[src/hdl/adc_ref_pkg.sv]
// Purpose: Shared constants for the converter reference select and result coding block
// Assumes: 125 MHz system clock, AXI4-Lite register access with 32-bit data
// Notes: Register offsets are byte addresses of aligned words
package adc_ref_pkg;
  localparam int unsigned CLK_MHZ = 125;
  localparam int unsigned REF_WAKE_US = 10000;
  localparam int unsigned REF_WAKE_CYCLES = REF_WAKE_US * CLK_MHZ;
  localparam int unsigned RESULT_BITS = 12;
  localparam int unsigned NUM_CHANNELS = 12;
  localparam int unsigned ADDR_BITS = 4;

  localparam logic [ADDR_BITS-1:0] SETUP_OFFS = 4'h0;
  localparam logic [ADDR_BITS-1:0] CONV_OFFS = 4'h4;
  localparam logic [ADDR_BITS-1:0] STATUS_OFFS = 4'h8;
  localparam logic [ADDR_BITS-1:0] RESULT_OFFS = 4'hC;

  // Setup register fields
  localparam int unsigned REF_KEEP_ON_POS = 0;
  localparam int unsigned SHARED_PIN_ROLE_POS = 1;
  localparam int unsigned REF_SOURCE_INTERNAL_POS = 2;
  localparam int unsigned BIPOLAR_POS = 3;
  localparam int unsigned DIFFERENTIAL_POS = 4;
  localparam int unsigned SHUTDOWN_POS = 5;
  localparam int unsigned SETUP_BITS = 6;
  localparam logic [SETUP_BITS-1:0] SETUP_RESET = 6'h00;

  // Conversion register fields
  localparam int unsigned CHAN_LSB = 0;
  localparam int unsigned CHAN_BITS = 4;
  localparam int unsigned SCAN_POS = 4;
  localparam int unsigned START_POS = 8;
  localparam logic [CHAN_BITS-1:0] CHAN_RESET = 4'h0;

  // Status register fields
  localparam int unsigned ST_BUSY_POS = 0;
  localparam int unsigned ST_REF_POWER_POS = 1;
  localparam int unsigned ST_REF_READY_POS = 2;
  localparam int unsigned ST_PIN_REF_POS = 3;
  localparam int unsigned ST_PIN_DRIVE_POS = 4;
  localparam int unsigned ST_DONE_POS = 5;

  localparam logic [1:0] RESP_OKAY = 2'h0;
  localparam logic [1:0] RESP_SLVERR = 2'h2;
  localparam logic [1:0] REF_OUT_CODE = 2'h3;

  typedef enum logic [1:0] {
    ST_IDLE = 2'b00,
    ST_WAKE = 2'b01,
    ST_CONV = 2'b10
  } conv_state_t;
endpackage : adc_ref_pkg

[src/hdl/adc_ref_ctrl.sv]
// Purpose: Reference select, shared pin role, conversion issue and result coding
// Assumes: Converter core and power manager run on sys_clk_i; software uses AXI4-Lite
// Notes: The shared pin is the highest channel of the variant; internal reference wake time is a parameter
`timescale 1ns/10ps

module adc_ref_ctrl #(
  parameter int unsigned WAKE_CYCLES = adc_ref_pkg::REF_WAKE_CYCLES,
  parameter int unsigned NUM_CH = adc_ref_pkg::NUM_CHANNELS
) (
  input wire logic sys_clk_i,
  input wire logic nrst_i,
  input wire logic s_axi_awvalid_i,
  output logic s_axi_awready_o,
  input wire logic [adc_ref_pkg::ADDR_BITS-1:0] s_axi_awaddr_i,
  input wire logic s_axi_wvalid_i,
  output logic s_axi_wready_o,
  input wire logic [31:0] s_axi_wdata_i,
  input wire logic [3:0] s_axi_wstrb_i,
  output logic s_axi_bvalid_o,
  input wire logic s_axi_bready_i,
  output logic [1:0] s_axi_bresp_o,
  input wire logic s_axi_arvalid_i,
  output logic s_axi_arready_o,
  input wire logic [adc_ref_pkg::ADDR_BITS-1:0] s_axi_araddr_i,
  output logic s_axi_rvalid_o,
  input wire logic s_axi_rready_i,
  output logic [31:0] s_axi_rdata_o,
  output logic [1:0] s_axi_rresp_o,
  input wire logic sample_valid_i,
  input wire logic [adc_ref_pkg::RESULT_BITS-1:0] sample_raw_i,
  output logic conv_start_o,
  output logic [adc_ref_pkg::CHAN_BITS-1:0] conv_last_chan_o,
  output logic conv_diff_o,
  output logic conv_neg_ground_o,
  output logic ref_power_o,
  output logic ref_internal_o,
  output logic shared_pin_is_ref_o,
  output logic shared_pin_ref_out_o,
  output logic shared_pin_ref_oe_n_o
);
  import adc_ref_pkg::*;

  localparam int unsigned CNT_W = $clog2(WAKE_CYCLES + 1);
  localparam logic [CNT_W-1:0] WAKE_DONE = CNT_W'(WAKE_CYCLES);
  localparam logic [CHAN_BITS-1:0] SHARED_CH = CHAN_BITS'(NUM_CH - 1);
  localparam logic [CHAN_BITS-1:0] SCAN_LIMIT = CHAN_BITS'(NUM_CH - 2);
  localparam logic [CHAN_BITS-2:0] SHARED_PAIR = SHARED_CH[CHAN_BITS-1:1];

  // Bus state
  logic aw_held, next_aw_held, w_held, next_w_held;
  logic [ADDR_BITS-1:0] aw_addr, next_aw_addr;
  logic [31:0] w_data, next_w_data;
  logic [3:0] w_strb, next_w_strb;
  logic next_awready, next_wready, next_bvalid, next_arready, next_rvalid;
  logic [1:0] next_bresp, next_rresp;
  logic [31:0] next_rdata;
  logic wr_fire;

  // Control state
  logic [SETUP_BITS-1:0] setup, next_setup;
  logic [CHAN_BITS-1:0] chan, next_chan;
  logic scan, next_scan;
  logic pending, next_pending;
  logic done, next_done;
  logic ref_power, next_ref_power;
  logic [CNT_W-1:0] wake_cnt, next_wake_cnt;
  logic [RESULT_BITS-1:0] result, next_result;
  conv_state_t state, next_state;
  logic next_conv_start, next_conv_diff, next_neg_ground, next_oe_n;
  logic [CHAN_BITS-1:0] next_last_chan;

  logic internal_sel, pin_is_ref, ref_out_sel, keep_on, shutdown, ref_ready, setup_wr, conv_wr, go;
  logic [SETUP_BITS-1:0] setup_wdata;
  logic [15:0] wmask;
  logic [CHAN_BITS-1:0] top_chan;

  assign internal_sel = setup[REF_SOURCE_INTERNAL_POS];
  assign pin_is_ref = setup[SHARED_PIN_ROLE_POS];
  assign ref_out_sel = (setup[REF_SOURCE_INTERNAL_POS:SHARED_PIN_ROLE_POS] == REF_OUT_CODE);
  assign keep_on = setup[REF_KEEP_ON_POS];
  assign shutdown = setup[SHUTDOWN_POS];
  assign ref_ready = (wake_cnt == WAKE_DONE);
  assign wr_fire = aw_held && w_held && !s_axi_bvalid_o;
  assign wmask = {{8{w_strb[1]}}, {8{w_strb[0]}}};
  assign setup_wr = wr_fire && (aw_addr == SETUP_OFFS) && w_strb[0];
  assign conv_wr = wr_fire && (aw_addr == CONV_OFFS);
  assign setup_wdata = w_data[SETUP_BITS-1:0];
  // External and supply references need no wake-up
  assign go = !shutdown && (!internal_sel || ref_ready);

  // Highest channel: the limiter drops the shared pin from single-ended scans while the pin has the reference role
  always_comb begin
    top_chan = (chan > SHARED_CH) ? SHARED_CH : chan;
    if (scan && pin_is_ref && !setup[DIFFERENTIAL_POS] && top_chan > SCAN_LIMIT) begin
      top_chan = SCAN_LIMIT;
    end
  end

  always_comb begin
    next_aw_held = aw_held;
    next_aw_addr = aw_addr;
    next_w_held = w_held;
    next_w_data = w_data;
    next_w_strb = w_strb;
    next_bvalid = s_axi_bvalid_o;
    next_bresp = s_axi_bresp_o;
    next_arready = s_axi_arready_o;
    next_rvalid = s_axi_rvalid_o;
    next_rdata = s_axi_rdata_o;
    next_rresp = s_axi_rresp_o;
    if (s_axi_awvalid_i && s_axi_awready_o) begin
      next_aw_held = 1'b1;
      next_aw_addr = s_axi_awaddr_i;
    end
    if (s_axi_wvalid_i && s_axi_wready_o) begin
      next_w_held = 1'b1;
      next_w_data = s_axi_wdata_i;
      next_w_strb = s_axi_wstrb_i;
    end
    if (wr_fire) begin
      next_aw_held = 1'b0;
      next_w_held = 1'b0;
      next_bvalid = 1'b1;
      next_bresp = (aw_addr == SETUP_OFFS || aw_addr == CONV_OFFS) ? RESP_OKAY : RESP_SLVERR;
    end else if (s_axi_bvalid_o && s_axi_bready_i) begin
      next_bvalid = 1'b0;
    end
    next_awready = !next_aw_held && !next_bvalid;
    next_wready = !next_w_held && !next_bvalid;
    if (s_axi_arvalid_i && s_axi_arready_o) begin
      next_arready = 1'b0;
      next_rvalid = 1'b1;
      next_rresp = RESP_OKAY;
      next_rdata = '0;
      case (s_axi_araddr_i)
        SETUP_OFFS: next_rdata[SETUP_BITS-1:0] = setup;
        CONV_OFFS: begin
          next_rdata[CHAN_LSB +: CHAN_BITS] = chan;
          next_rdata[SCAN_POS] = scan;
        end
        STATUS_OFFS: begin
          next_rdata[ST_BUSY_POS] = pending || (state != ST_IDLE);
          next_rdata[ST_REF_POWER_POS] = ref_power;
          next_rdata[ST_REF_READY_POS] = ref_ready;
          next_rdata[ST_PIN_REF_POS] = pin_is_ref;
          next_rdata[ST_PIN_DRIVE_POS] = !shared_pin_ref_oe_n_o;
          next_rdata[ST_DONE_POS] = done;
        end
        RESULT_OFFS: next_rdata[RESULT_BITS-1:0] = result;
        default: next_rresp = RESP_SLVERR;
      endcase
    end else if (s_axi_rvalid_o && s_axi_rready_i) begin
      next_rvalid = 1'b0;
      next_arready = 1'b1;
    end
  end

  always_ff @(posedge sys_clk_i or negedge nrst_i) begin
    if (!nrst_i) begin
      aw_held <= 1'b0;
      aw_addr <= '0;
      w_held <= 1'b0;
      w_data <= '0;
      w_strb <= '0;
      s_axi_awready_o <= 1'b1;
      s_axi_wready_o <= 1'b1;
      s_axi_bvalid_o <= 1'b0;
      s_axi_bresp_o <= RESP_OKAY;
      s_axi_arready_o <= 1'b1;
      s_axi_rvalid_o <= 1'b0;
      s_axi_rdata_o <= '0;
      s_axi_rresp_o <= RESP_OKAY;
    end else begin
      aw_held <= next_aw_held;
      aw_addr <= next_aw_addr;
      w_held <= next_w_held;
      w_data <= next_w_data;
      w_strb <= next_w_strb;
      s_axi_awready_o <= next_awready;
      s_axi_wready_o <= next_wready;
      s_axi_bvalid_o <= next_bvalid;
      s_axi_bresp_o <= next_bresp;
      s_axi_arready_o <= next_arready;
      s_axi_rvalid_o <= next_rvalid;
      s_axi_rdata_o <= next_rdata;
      s_axi_rresp_o <= next_rresp;
    end
  end

  always_comb begin
    next_setup = setup_wr ? setup_wdata : setup;
    next_chan = chan;
    next_scan = scan;
    next_pending = pending;
    next_done = done;
    next_result = result;
    next_state = state;
    next_conv_start = 1'b0;
    next_last_chan = conv_last_chan_o;
    next_conv_diff = conv_diff_o;
    next_neg_ground = conv_neg_ground_o;
    next_ref_power = ref_power;
    // Only a changed selection releases the reference; rewriting the same code keeps it warm
    if (setup_wr && setup_wdata[REF_SOURCE_INTERNAL_POS:0] != setup[REF_SOURCE_INTERNAL_POS:0]) begin
      next_ref_power = setup_wdata[REF_SOURCE_INTERNAL_POS] && setup_wdata[REF_KEEP_ON_POS];
    end else if (internal_sel && (keep_on || pending)) begin
      next_ref_power = 1'b1;
    end
    next_wake_cnt = wake_cnt;
    if (!next_ref_power) begin
      next_wake_cnt = '0;
    end else if (!ref_ready) begin
      next_wake_cnt = wake_cnt + CNT_W'(1);
    end
    if (conv_wr) begin
      next_chan = (chan & ~wmask[CHAN_LSB +: CHAN_BITS]) | (w_data[CHAN_LSB +: CHAN_BITS] & wmask[CHAN_LSB +: CHAN_BITS]);
      if (w_strb[0]) begin
        next_scan = w_data[SCAN_POS];
      end
    end
    case (state)
      ST_IDLE: begin
        if (pending) begin
          next_state = go ? ST_CONV : ST_WAKE;
          next_conv_start = go;
          next_pending = 1'b0;
          next_done = 1'b0;
          next_last_chan = top_chan;
          next_conv_diff = setup[DIFFERENTIAL_POS];
          next_neg_ground = next_conv_diff && pin_is_ref && (top_chan[CHAN_BITS-1:1] == SHARED_PAIR);
        end
      end
      ST_WAKE: begin
        if (go) begin
          next_state = ST_CONV;
          next_conv_start = 1'b1;
        end
      end
      ST_CONV: begin
        if (sample_valid_i) begin
          next_state = ST_IDLE;
          next_done = 1'b1;
          next_result = sample_raw_i ^ {setup[BIPOLAR_POS], {(RESULT_BITS-1){1'b0}}};
        end
      end
      default: next_state = ST_IDLE;
    endcase
    // A new start request wins over the clear taken at issue
    if (conv_wr && w_strb[1] && w_data[START_POS]) begin
      next_pending = 1'b1;
    end
    next_oe_n = !(next_setup[REF_SOURCE_INTERNAL_POS:SHARED_PIN_ROLE_POS] == REF_OUT_CODE)
      || next_setup[SHUTDOWN_POS] || !next_ref_power;
  end

  always_ff @(posedge sys_clk_i or negedge nrst_i) begin
    if (!nrst_i) begin
      setup <= SETUP_RESET;
      chan <= CHAN_RESET;
      scan <= 1'b0;
      pending <= 1'b0;
      done <= 1'b0;
      result <= '0;
      state <= ST_IDLE;
      ref_power <= 1'b0;
      wake_cnt <= '0;
      conv_start_o <= 1'b0;
      conv_last_chan_o <= CHAN_RESET;
      conv_diff_o <= 1'b0;
      conv_neg_ground_o <= 1'b0;
      ref_power_o <= 1'b0;
      ref_internal_o <= 1'b0;
      shared_pin_is_ref_o <= 1'b0;
      shared_pin_ref_out_o <= 1'b0;
      shared_pin_ref_oe_n_o <= 1'b1;
    end else begin
      setup <= next_setup;
      chan <= next_chan;
      scan <= next_scan;
      pending <= next_pending;
      done <= next_done;
      result <= next_result;
      state <= next_state;
      ref_power <= next_ref_power;
      wake_cnt <= next_wake_cnt;
      conv_start_o <= next_conv_start;
      conv_last_chan_o <= next_last_chan;
      conv_diff_o <= next_conv_diff;
      conv_neg_ground_o <= next_neg_ground;
      ref_power_o <= next_ref_power;
      ref_internal_o <= next_setup[REF_SOURCE_INTERNAL_POS];
      shared_pin_is_ref_o <= next_setup[SHARED_PIN_ROLE_POS];
      shared_pin_ref_out_o <= !next_oe_n;
      shared_pin_ref_oe_n_o <= next_oe_n;
    end
  end
endmodule : adc_ref_ctrl

[config.mk]
export PLATFORM = sky130hd
export DESIGN_NAME = adc_ref_ctrl
export DESIGN_NICKNAME = d
export VERILOG_FILES = /design/src/hdl/adc_ref_pkg.sv /design/src/hdl/adc_ref_ctrl.sv
export SDC_FILE = /design/constraint.sdc
export NUM_CORES = 1
export LEC_CHECK = 0
export ABC_CLOCK_PERIOD_IN_PS = 5640
export BUFFER_PORTS_ARGS = -buffer_cell sky130_fd_sc_hd__buf_2
export CORE_UTILIZATION = 57
export DETAILED_ROUTE_END_ITERATION = 16
export GPL_ROUTABILITY_DRIVEN = 0
export PLACE_DENSITY_LB_ADDON = 0.1
export SYNTH_ARGS = -nofsm -noshare
export SYNTH_HDL_FRONTEND = slang
export SYNTH_SLANG_ARGS = --single-unit
[constraint.sdc]
create_clock -name sys_clk_i -period 5.64 [get_ports sys_clk_i]
set_clock_uncertainty 0.2 [all_clocks]
set_input_delay 0.282 -clock sys_clk_i [delete_from_list [all_inputs] [get_ports sys_clk_i]]
set_output_delay 0.282 -clock sys_clk_i [all_outputs]
set_load 0.005 [all_outputs]
# Word level (Yosys, flattened, before mapping)
# Cells that the tools add are included.
# Widths: inputs -> output; s select.
# op_classes
n_bitwise,5
eq_ne,14
n_lt_le_gt_ge,2
n_addsub,1
n_mux,35
n_reduce_logical,53
# ops
cell,count
$mux 21,2
$logic_and 1x1->1,23
$add 21x1->21 const B,1
$eq 21x21->1 const B,1
$pmux 5 s4,1
$mux 1,18
$mux 2,6
$mux 6,2
$xor 12x12->12,1
$logic_not 1->1,11
$and 4x4->4,2
$eq 4x3->1 const B,2
$eq 4x4->1 const B,2
$gt 4x4->1 const B,2
$logic_not 4->1,2
$mux 4,2
$ne 2x2->1 const B,4
$reduce_bool 2->1,4
$logic_or 1x1->1,6
$pmux 2 s3,1
$reduce_and 2->1,3
$reduce_and 3->1,2
$eq 2x2->1 const B,2
$not 4->4,1
other kinds (8),9
# word_totals
elab_cells,141
inputBits,64
output_inout_bits,53
register_bits,98

# Depth between registers and ports, before layout
# depth
depth_word,10
mapped_depth,6
depth_no_buf,6

# Worst setup path after synthesis
# OpenSTA, ideal clock, no wires.
# synth_timing
path_type,reg-to-reg
startpoint,register s_axi_bvalid_o
endpoint,register wake_cnt[15]
synth_period_minus_slack_ps,1933
setup_time_ps,82
path_stages_with_launch,7
slack_ps,3707
n_path_buf,2
required_time_ps,5358
t_arrival_ps,1651
path_cell_list,dfrtp_1 -> and3b_2 -> nand4b_4 -> or3_1 -> buf_6 -> buf_6 -> a22oi_2
# synth_between
elab_chain_cells,7
word_cells_on_any_way,8
cone_classes,1 x eq/ne; 2 x mux; 5 x reduce/logical
# synth_rtl
element,line_no,source
from (decl),adc_ref_ctrl.sv:19,"output logic s_axi_bvalid_o,"
from (signal assigned),adc_ref_ctrl.sv:181,s_axi_bvalid_o <= next_bvalid;
$logic_not 1->1 *,adc_ref_ctrl.sv:83,assign wr_fire = aw_held && w_held && !s_axi_bvalid_o;
$logic_and 1x1->1 *,adc_ref_ctrl.sv:83,
$logic_and 1x1->1 * (2 in series),adc_ref_ctrl.sv:85,assign setup_wr = wr_fire && (aw_addr == SETUP_OFFS) && w_strb[0];
$logic_and 1x1->1 *,adc_ref_ctrl.sv:204,if (setup_wr && setup_wdata[REF_SOURCE_INTERNAL_POS:0] != setup[REF_SOURCE_INTERNAL_POS:0]) begin
$mux 1 *,adc_ref_ctrl.sv:204,
$ne 2x2->1 (no line) / $mux 21 (equally long branches),-,
to (signal assigned),adc_ref_ctrl.sv:285,wake_cnt <= next_wake_cnt;
to (decl),adc_ref_ctrl.sv:66,"logic [CNT_W-1:0] wake_cnt, next_wake_cnt;"
# Mark *: on every way between the ends. The rest lies on a longest branch, timed or not.
# A chain may end at the register's enable or synchronous reset.

# Final worst setup path
# layout_timing
startpoint,input port s_axi_arvalid_i
endpoint,register s_axi_rdata_o[11]
# layout_between
elab_chain_cells,1
# layout_rtl
element,line_no,source
from (decl),adc_ref_ctrl.sv:22,"input wire logic s_axi_arvalid_i,"
$logic_and 1x1->1,adc_ref_ctrl.sv:130,if (s_axi_arvalid_i && s_axi_arready_o) begin
to (signal assigned),adc_ref_ctrl.sv:185,s_axi_rdata_o <= next_rdata;
to (decl),adc_ref_ctrl.sv:27,"output logic [31:0] s_axi_rdata_o,"
# No other way between the ends.

==> qor.tcl <==
set qor(postSynthCellCount) 358
set qor(postSynthRegisterBits) 92
set qor(synthDominantCellAreaShare) 0.509
set qor(clockRootBuffer) {clkbuf_8}
set qor(finalSetupViolations) 0
set qor(yosys-top-cells-area) {dfrtp_1, mux2_2, buf_4}
set qor(grt_use_total) 0.232
set qor(path_class) {in2reg}
set qor(worst_setup_path_end_kind) {flop}
set qor(timing.critical_path.required_ns) 5.74
set qor(filler_cell_count) 557
set qor(starting_density_of_the_core) 0.594
set qor(period_minus_slack_ns) 2.50
set qor(synthTopCellsByCount) {dfrtp_1, mux2_2, buf_4, nand2_1, a21oi_1}
set qor(hold_viol_final) 0
set qor(r2r_end) {s_axi_rdata_o[11]}
set qor(grt_pass1_wl_um) 13600
set qor(yosys.area.top_type) {dfrtp_1}
set qor(floorplan.rows) 31
set qor(detail_route.vias_per_cell) 5.45
set qor(post_synth_num_cell_types) 55
set qor(count_of_buffers_added_by_post_cts_timing_repair_for_setup) 0
set qor(synthArstFlopShare) 1.00
set qor(post_synth_edffs) 0
set qor(detailroute.via_count) 3028
set qor(critical_path_buf_inv_count) 2
set qor(clock_insertion_delay_worst_skew_ns) 0.36
set qor(io_buffers) 67
set qor(hold_class) {in2reg}
set qor(leakagePower_nw) 2.44
set qor(hold_start) {sample_raw_i[11]}
set qor(maxSlewViolCount) 0
set qor(clock_pin_slew_worst_setup_and_hold_paths_ns) 0.09
set qor(final_core_utilization) 0.707
set qor(post-route-period-util) 0.444
set qor(fp.dieArea_um2) 7950
set qor(p_per_area_nw_per_um2) 360
set qor(yosys.cell_count.top_type) {dfrtp_1}
set qor(synthToLayoutAreaGrowth_pct) 19.1
set qor(worst_hold_slack_ns) 0.00894
set qor(detail-route-antenna-nets) 0
set qor(io_pins) 117
set qor(cp_top_family) {simple AND/OR/NAND/NOR gates}
set qor(gates_resized_cts_repair) 0
set qor(cap_violations) 0
set qor(max-vdd-ir-drop_mv) 0.263
set qor(wl_per_cell_um) 15.8
set qor(run_status) {completed}
set qor(synth.yosys.warnings) 0
set qor(synth-seq-area-share) 0.533
set qor(critical_path_arrival_ns) 2.60
set qor(tns_ns) 0
set qor(post_synth_instance_area_um2) 4330
set qor(start_kind) {primary input}
set qor(maxSlewHeadroom) 0.374
set qor(path_cells) {dlygate4sd3_1, buf_2, nand2_1, nor3_1, and3_1, a22o_1}
set qor(fin_area_um2) 5160
set qor(drtIter0Drc) 119
set qor(p_total_mw) 1.86
set qor(design.core.area_um2) 7290
set qor(grt_max_degree) 60
set qor(cts.path.max_buffers) 2
set qor(placement.setup.worst_slack_ns) 3.16
set qor(post_cts_hold_buffer_count) 30
set qor(timing.reg2reg.setup_slack_ns) 3.15
set qor(drc) 0
set qor(setup.worst_path.start) {s_axi_arvalid_i}
set qor(fp.dieH_um) 89.1
set qor(placed_cell_area_um2) 4630
set qor(wl_um) 8770
set qor(layoutNonFillerInstCount) 556
set qor(worstPathMaxFanout) 15
set qor(reg2reg_depth) 4
set qor(synth_flop_cell) {dfrtp_1}
set qor(setup_repair_after_global_routing_missed_its_margin) {false}
set qor(worstMarginPinSlew_ns) 0.939
set qor(place_inst) 510
set qor(htreeDepth) 3
set qor(synth.avg_cell_area_um2) 12.1
set qor(finalNetCount) 518
set qor(max_incr_delay_on_cp_ns) 0.80
set qor(r2r-start) {s_axi_arready_o}
set qor(final_layout_size_suffix_gt1_frac) 0.315
set qor(worst-path-stages) 6
set qor(cts_inserted_buffers) 9
set qor(n_antenna_cell) 0
set qor(vias_in_the_first_global_route) 2736
set qor(dpl.hpwl_um) 5770
set qor(cts_tree) {built}
set qor(endpoint) {s_axi_rdata_o[11]}
set qor(detail_route.first_pass.iterations) 4
set qor(fmaxAchievable_mhz) 400
set qor(dieWidth_um) 89.1
set qor(numClockSinks) 92
set qor(gr-total-overflow) 0
set qor(number_of_antenna_violations_at_the_first_check_in_global_routing) 0
set qor(critical-path-slowest-cell) {nor3_1}
set qor(timing.final.ws_setup_ns) 3.14
[worst min-delay path, cell delays in order]
cell	delay, ns
buf_2	0.08
xnor2_1	0.10
o21ai_0	0.07
[logic make-up after synthesis]
group / count (synthesis) / synth area share
xor gates and xnor gates: 16 / 0.0324
other: 1 / 0.000866
muxes: 45 / 0.127
and+or+nand+nor: 92 / 0.128
buffers and inverters: 42 / 0.0627
DFF: 92 / 0.533
AOI/OAI and AO/OA: 68 / 0.110
adders and majority gates: 2 / 0.00578
[per-layer routing]
metal,vias to the layer above,track usage,wire (um),share of wire
li1,1456,-,-,-
met1,1492,0.316,4210,0.48
met2,78,0.366,4180,0.48
met3,2,0.0609,340,0.039
met4,0,0.0722,47,0.0054
met5,-,0,0,0
[power by group]
part	leakage (nW)	switching, mW	internal, mW
Combinational	1.14	0.170	0.225
Sequential	1.20	0.144	0.827
Clock	0.106	0.227	0.263
Total	2.44	0.540	1.32
[flip-flops by register name (all words and copies together), names as in the netlist, 2 cells and up, named ones only]
signal,cells
aw_addr,4
result,12
s_axi_rdata_o,12
w_data,7
setup,6
wake_cnt,21
conv_last_chan_o,4
state,2
w_strb,2
[worst min path at each step]
stage / end / cells past startpoint
floorplan: async pin / 0
global placement: wake_cnt[17] / 1
detailed placement: wake_cnt[16] / 1
CTS: result[11] / 3
global route: result[11] / 3
finish: result[11] / 3
[final cells by class]
type,instances,area [um^2],area share
Clock buffer,11,141,0.0274
Clock inverter,5,83.8,0.0163
Inverter,5,18.8,0.00364
Sequential cell,92,2310,0.447
Tap cell,99,124,0.0240
Multi-Input combinational cell,245,1830,0.355
Timing Repair Buffer,99,653,0.127
[cell usage in the layout (no fill, tap or decap), types with 2 or more instances in the layout]
| master | Yosys | layout |
|---|---|---|
| dfrtp_1 | 88 | 88 |
| buf_2 | 4 | 66 |
| mux2_2 | 38 | 38 |
| dlygate4sd3_1 | 0 | 30 |
| nand2_1 | 23 | 23 |
| conb_1 | 1 | 22 |
| a21oi_1 | 20 | 20 |
| xor2_1 | 15 | 15 |
| o21ai_0 | 12 | 12 |
| a22o_1 | 12 | 12 |
| clkbuf_8 | 0 | 10 |
| nand3_1 | 9 | 9 |
| nand4_1 | 9 | 9 |
| nor2_1 | 8 | 8 |
| a22oi_2 | 6 | 6 |
| nor3_1 | 5 | 5 |
| inv_1 | 5 | 5 |
| o31ai_1 | 5 | 5 |
| or4_1 | 5 | 5 |
| and3_1 | 4 | 4 |
| and4_1 | 4 | 4 |
| nand2b_1 | 4 | 4 |
| mux4_2 | 4 | 4 |
| dfstp_2 | 4 | 4 |
| or3_1 | 3 | 3 |
| mux2i_1 | 3 | 3 |
| buf_4 | 23 | 3 |
| nor2b_1 | 2 | 2 |
| a211oi_1 | 2 | 2 |
| nor3b_1 | 2 | 2 |
| and2_1 | 2 | 2 |
| a22oi_1 | 2 | 2 |
| ha_1 | 2 | 2 |
| clkinvlp_4 | 0 | 2 |
| bufinv_16 | 0 | 2 |
(Power assumes the default switching activity.)
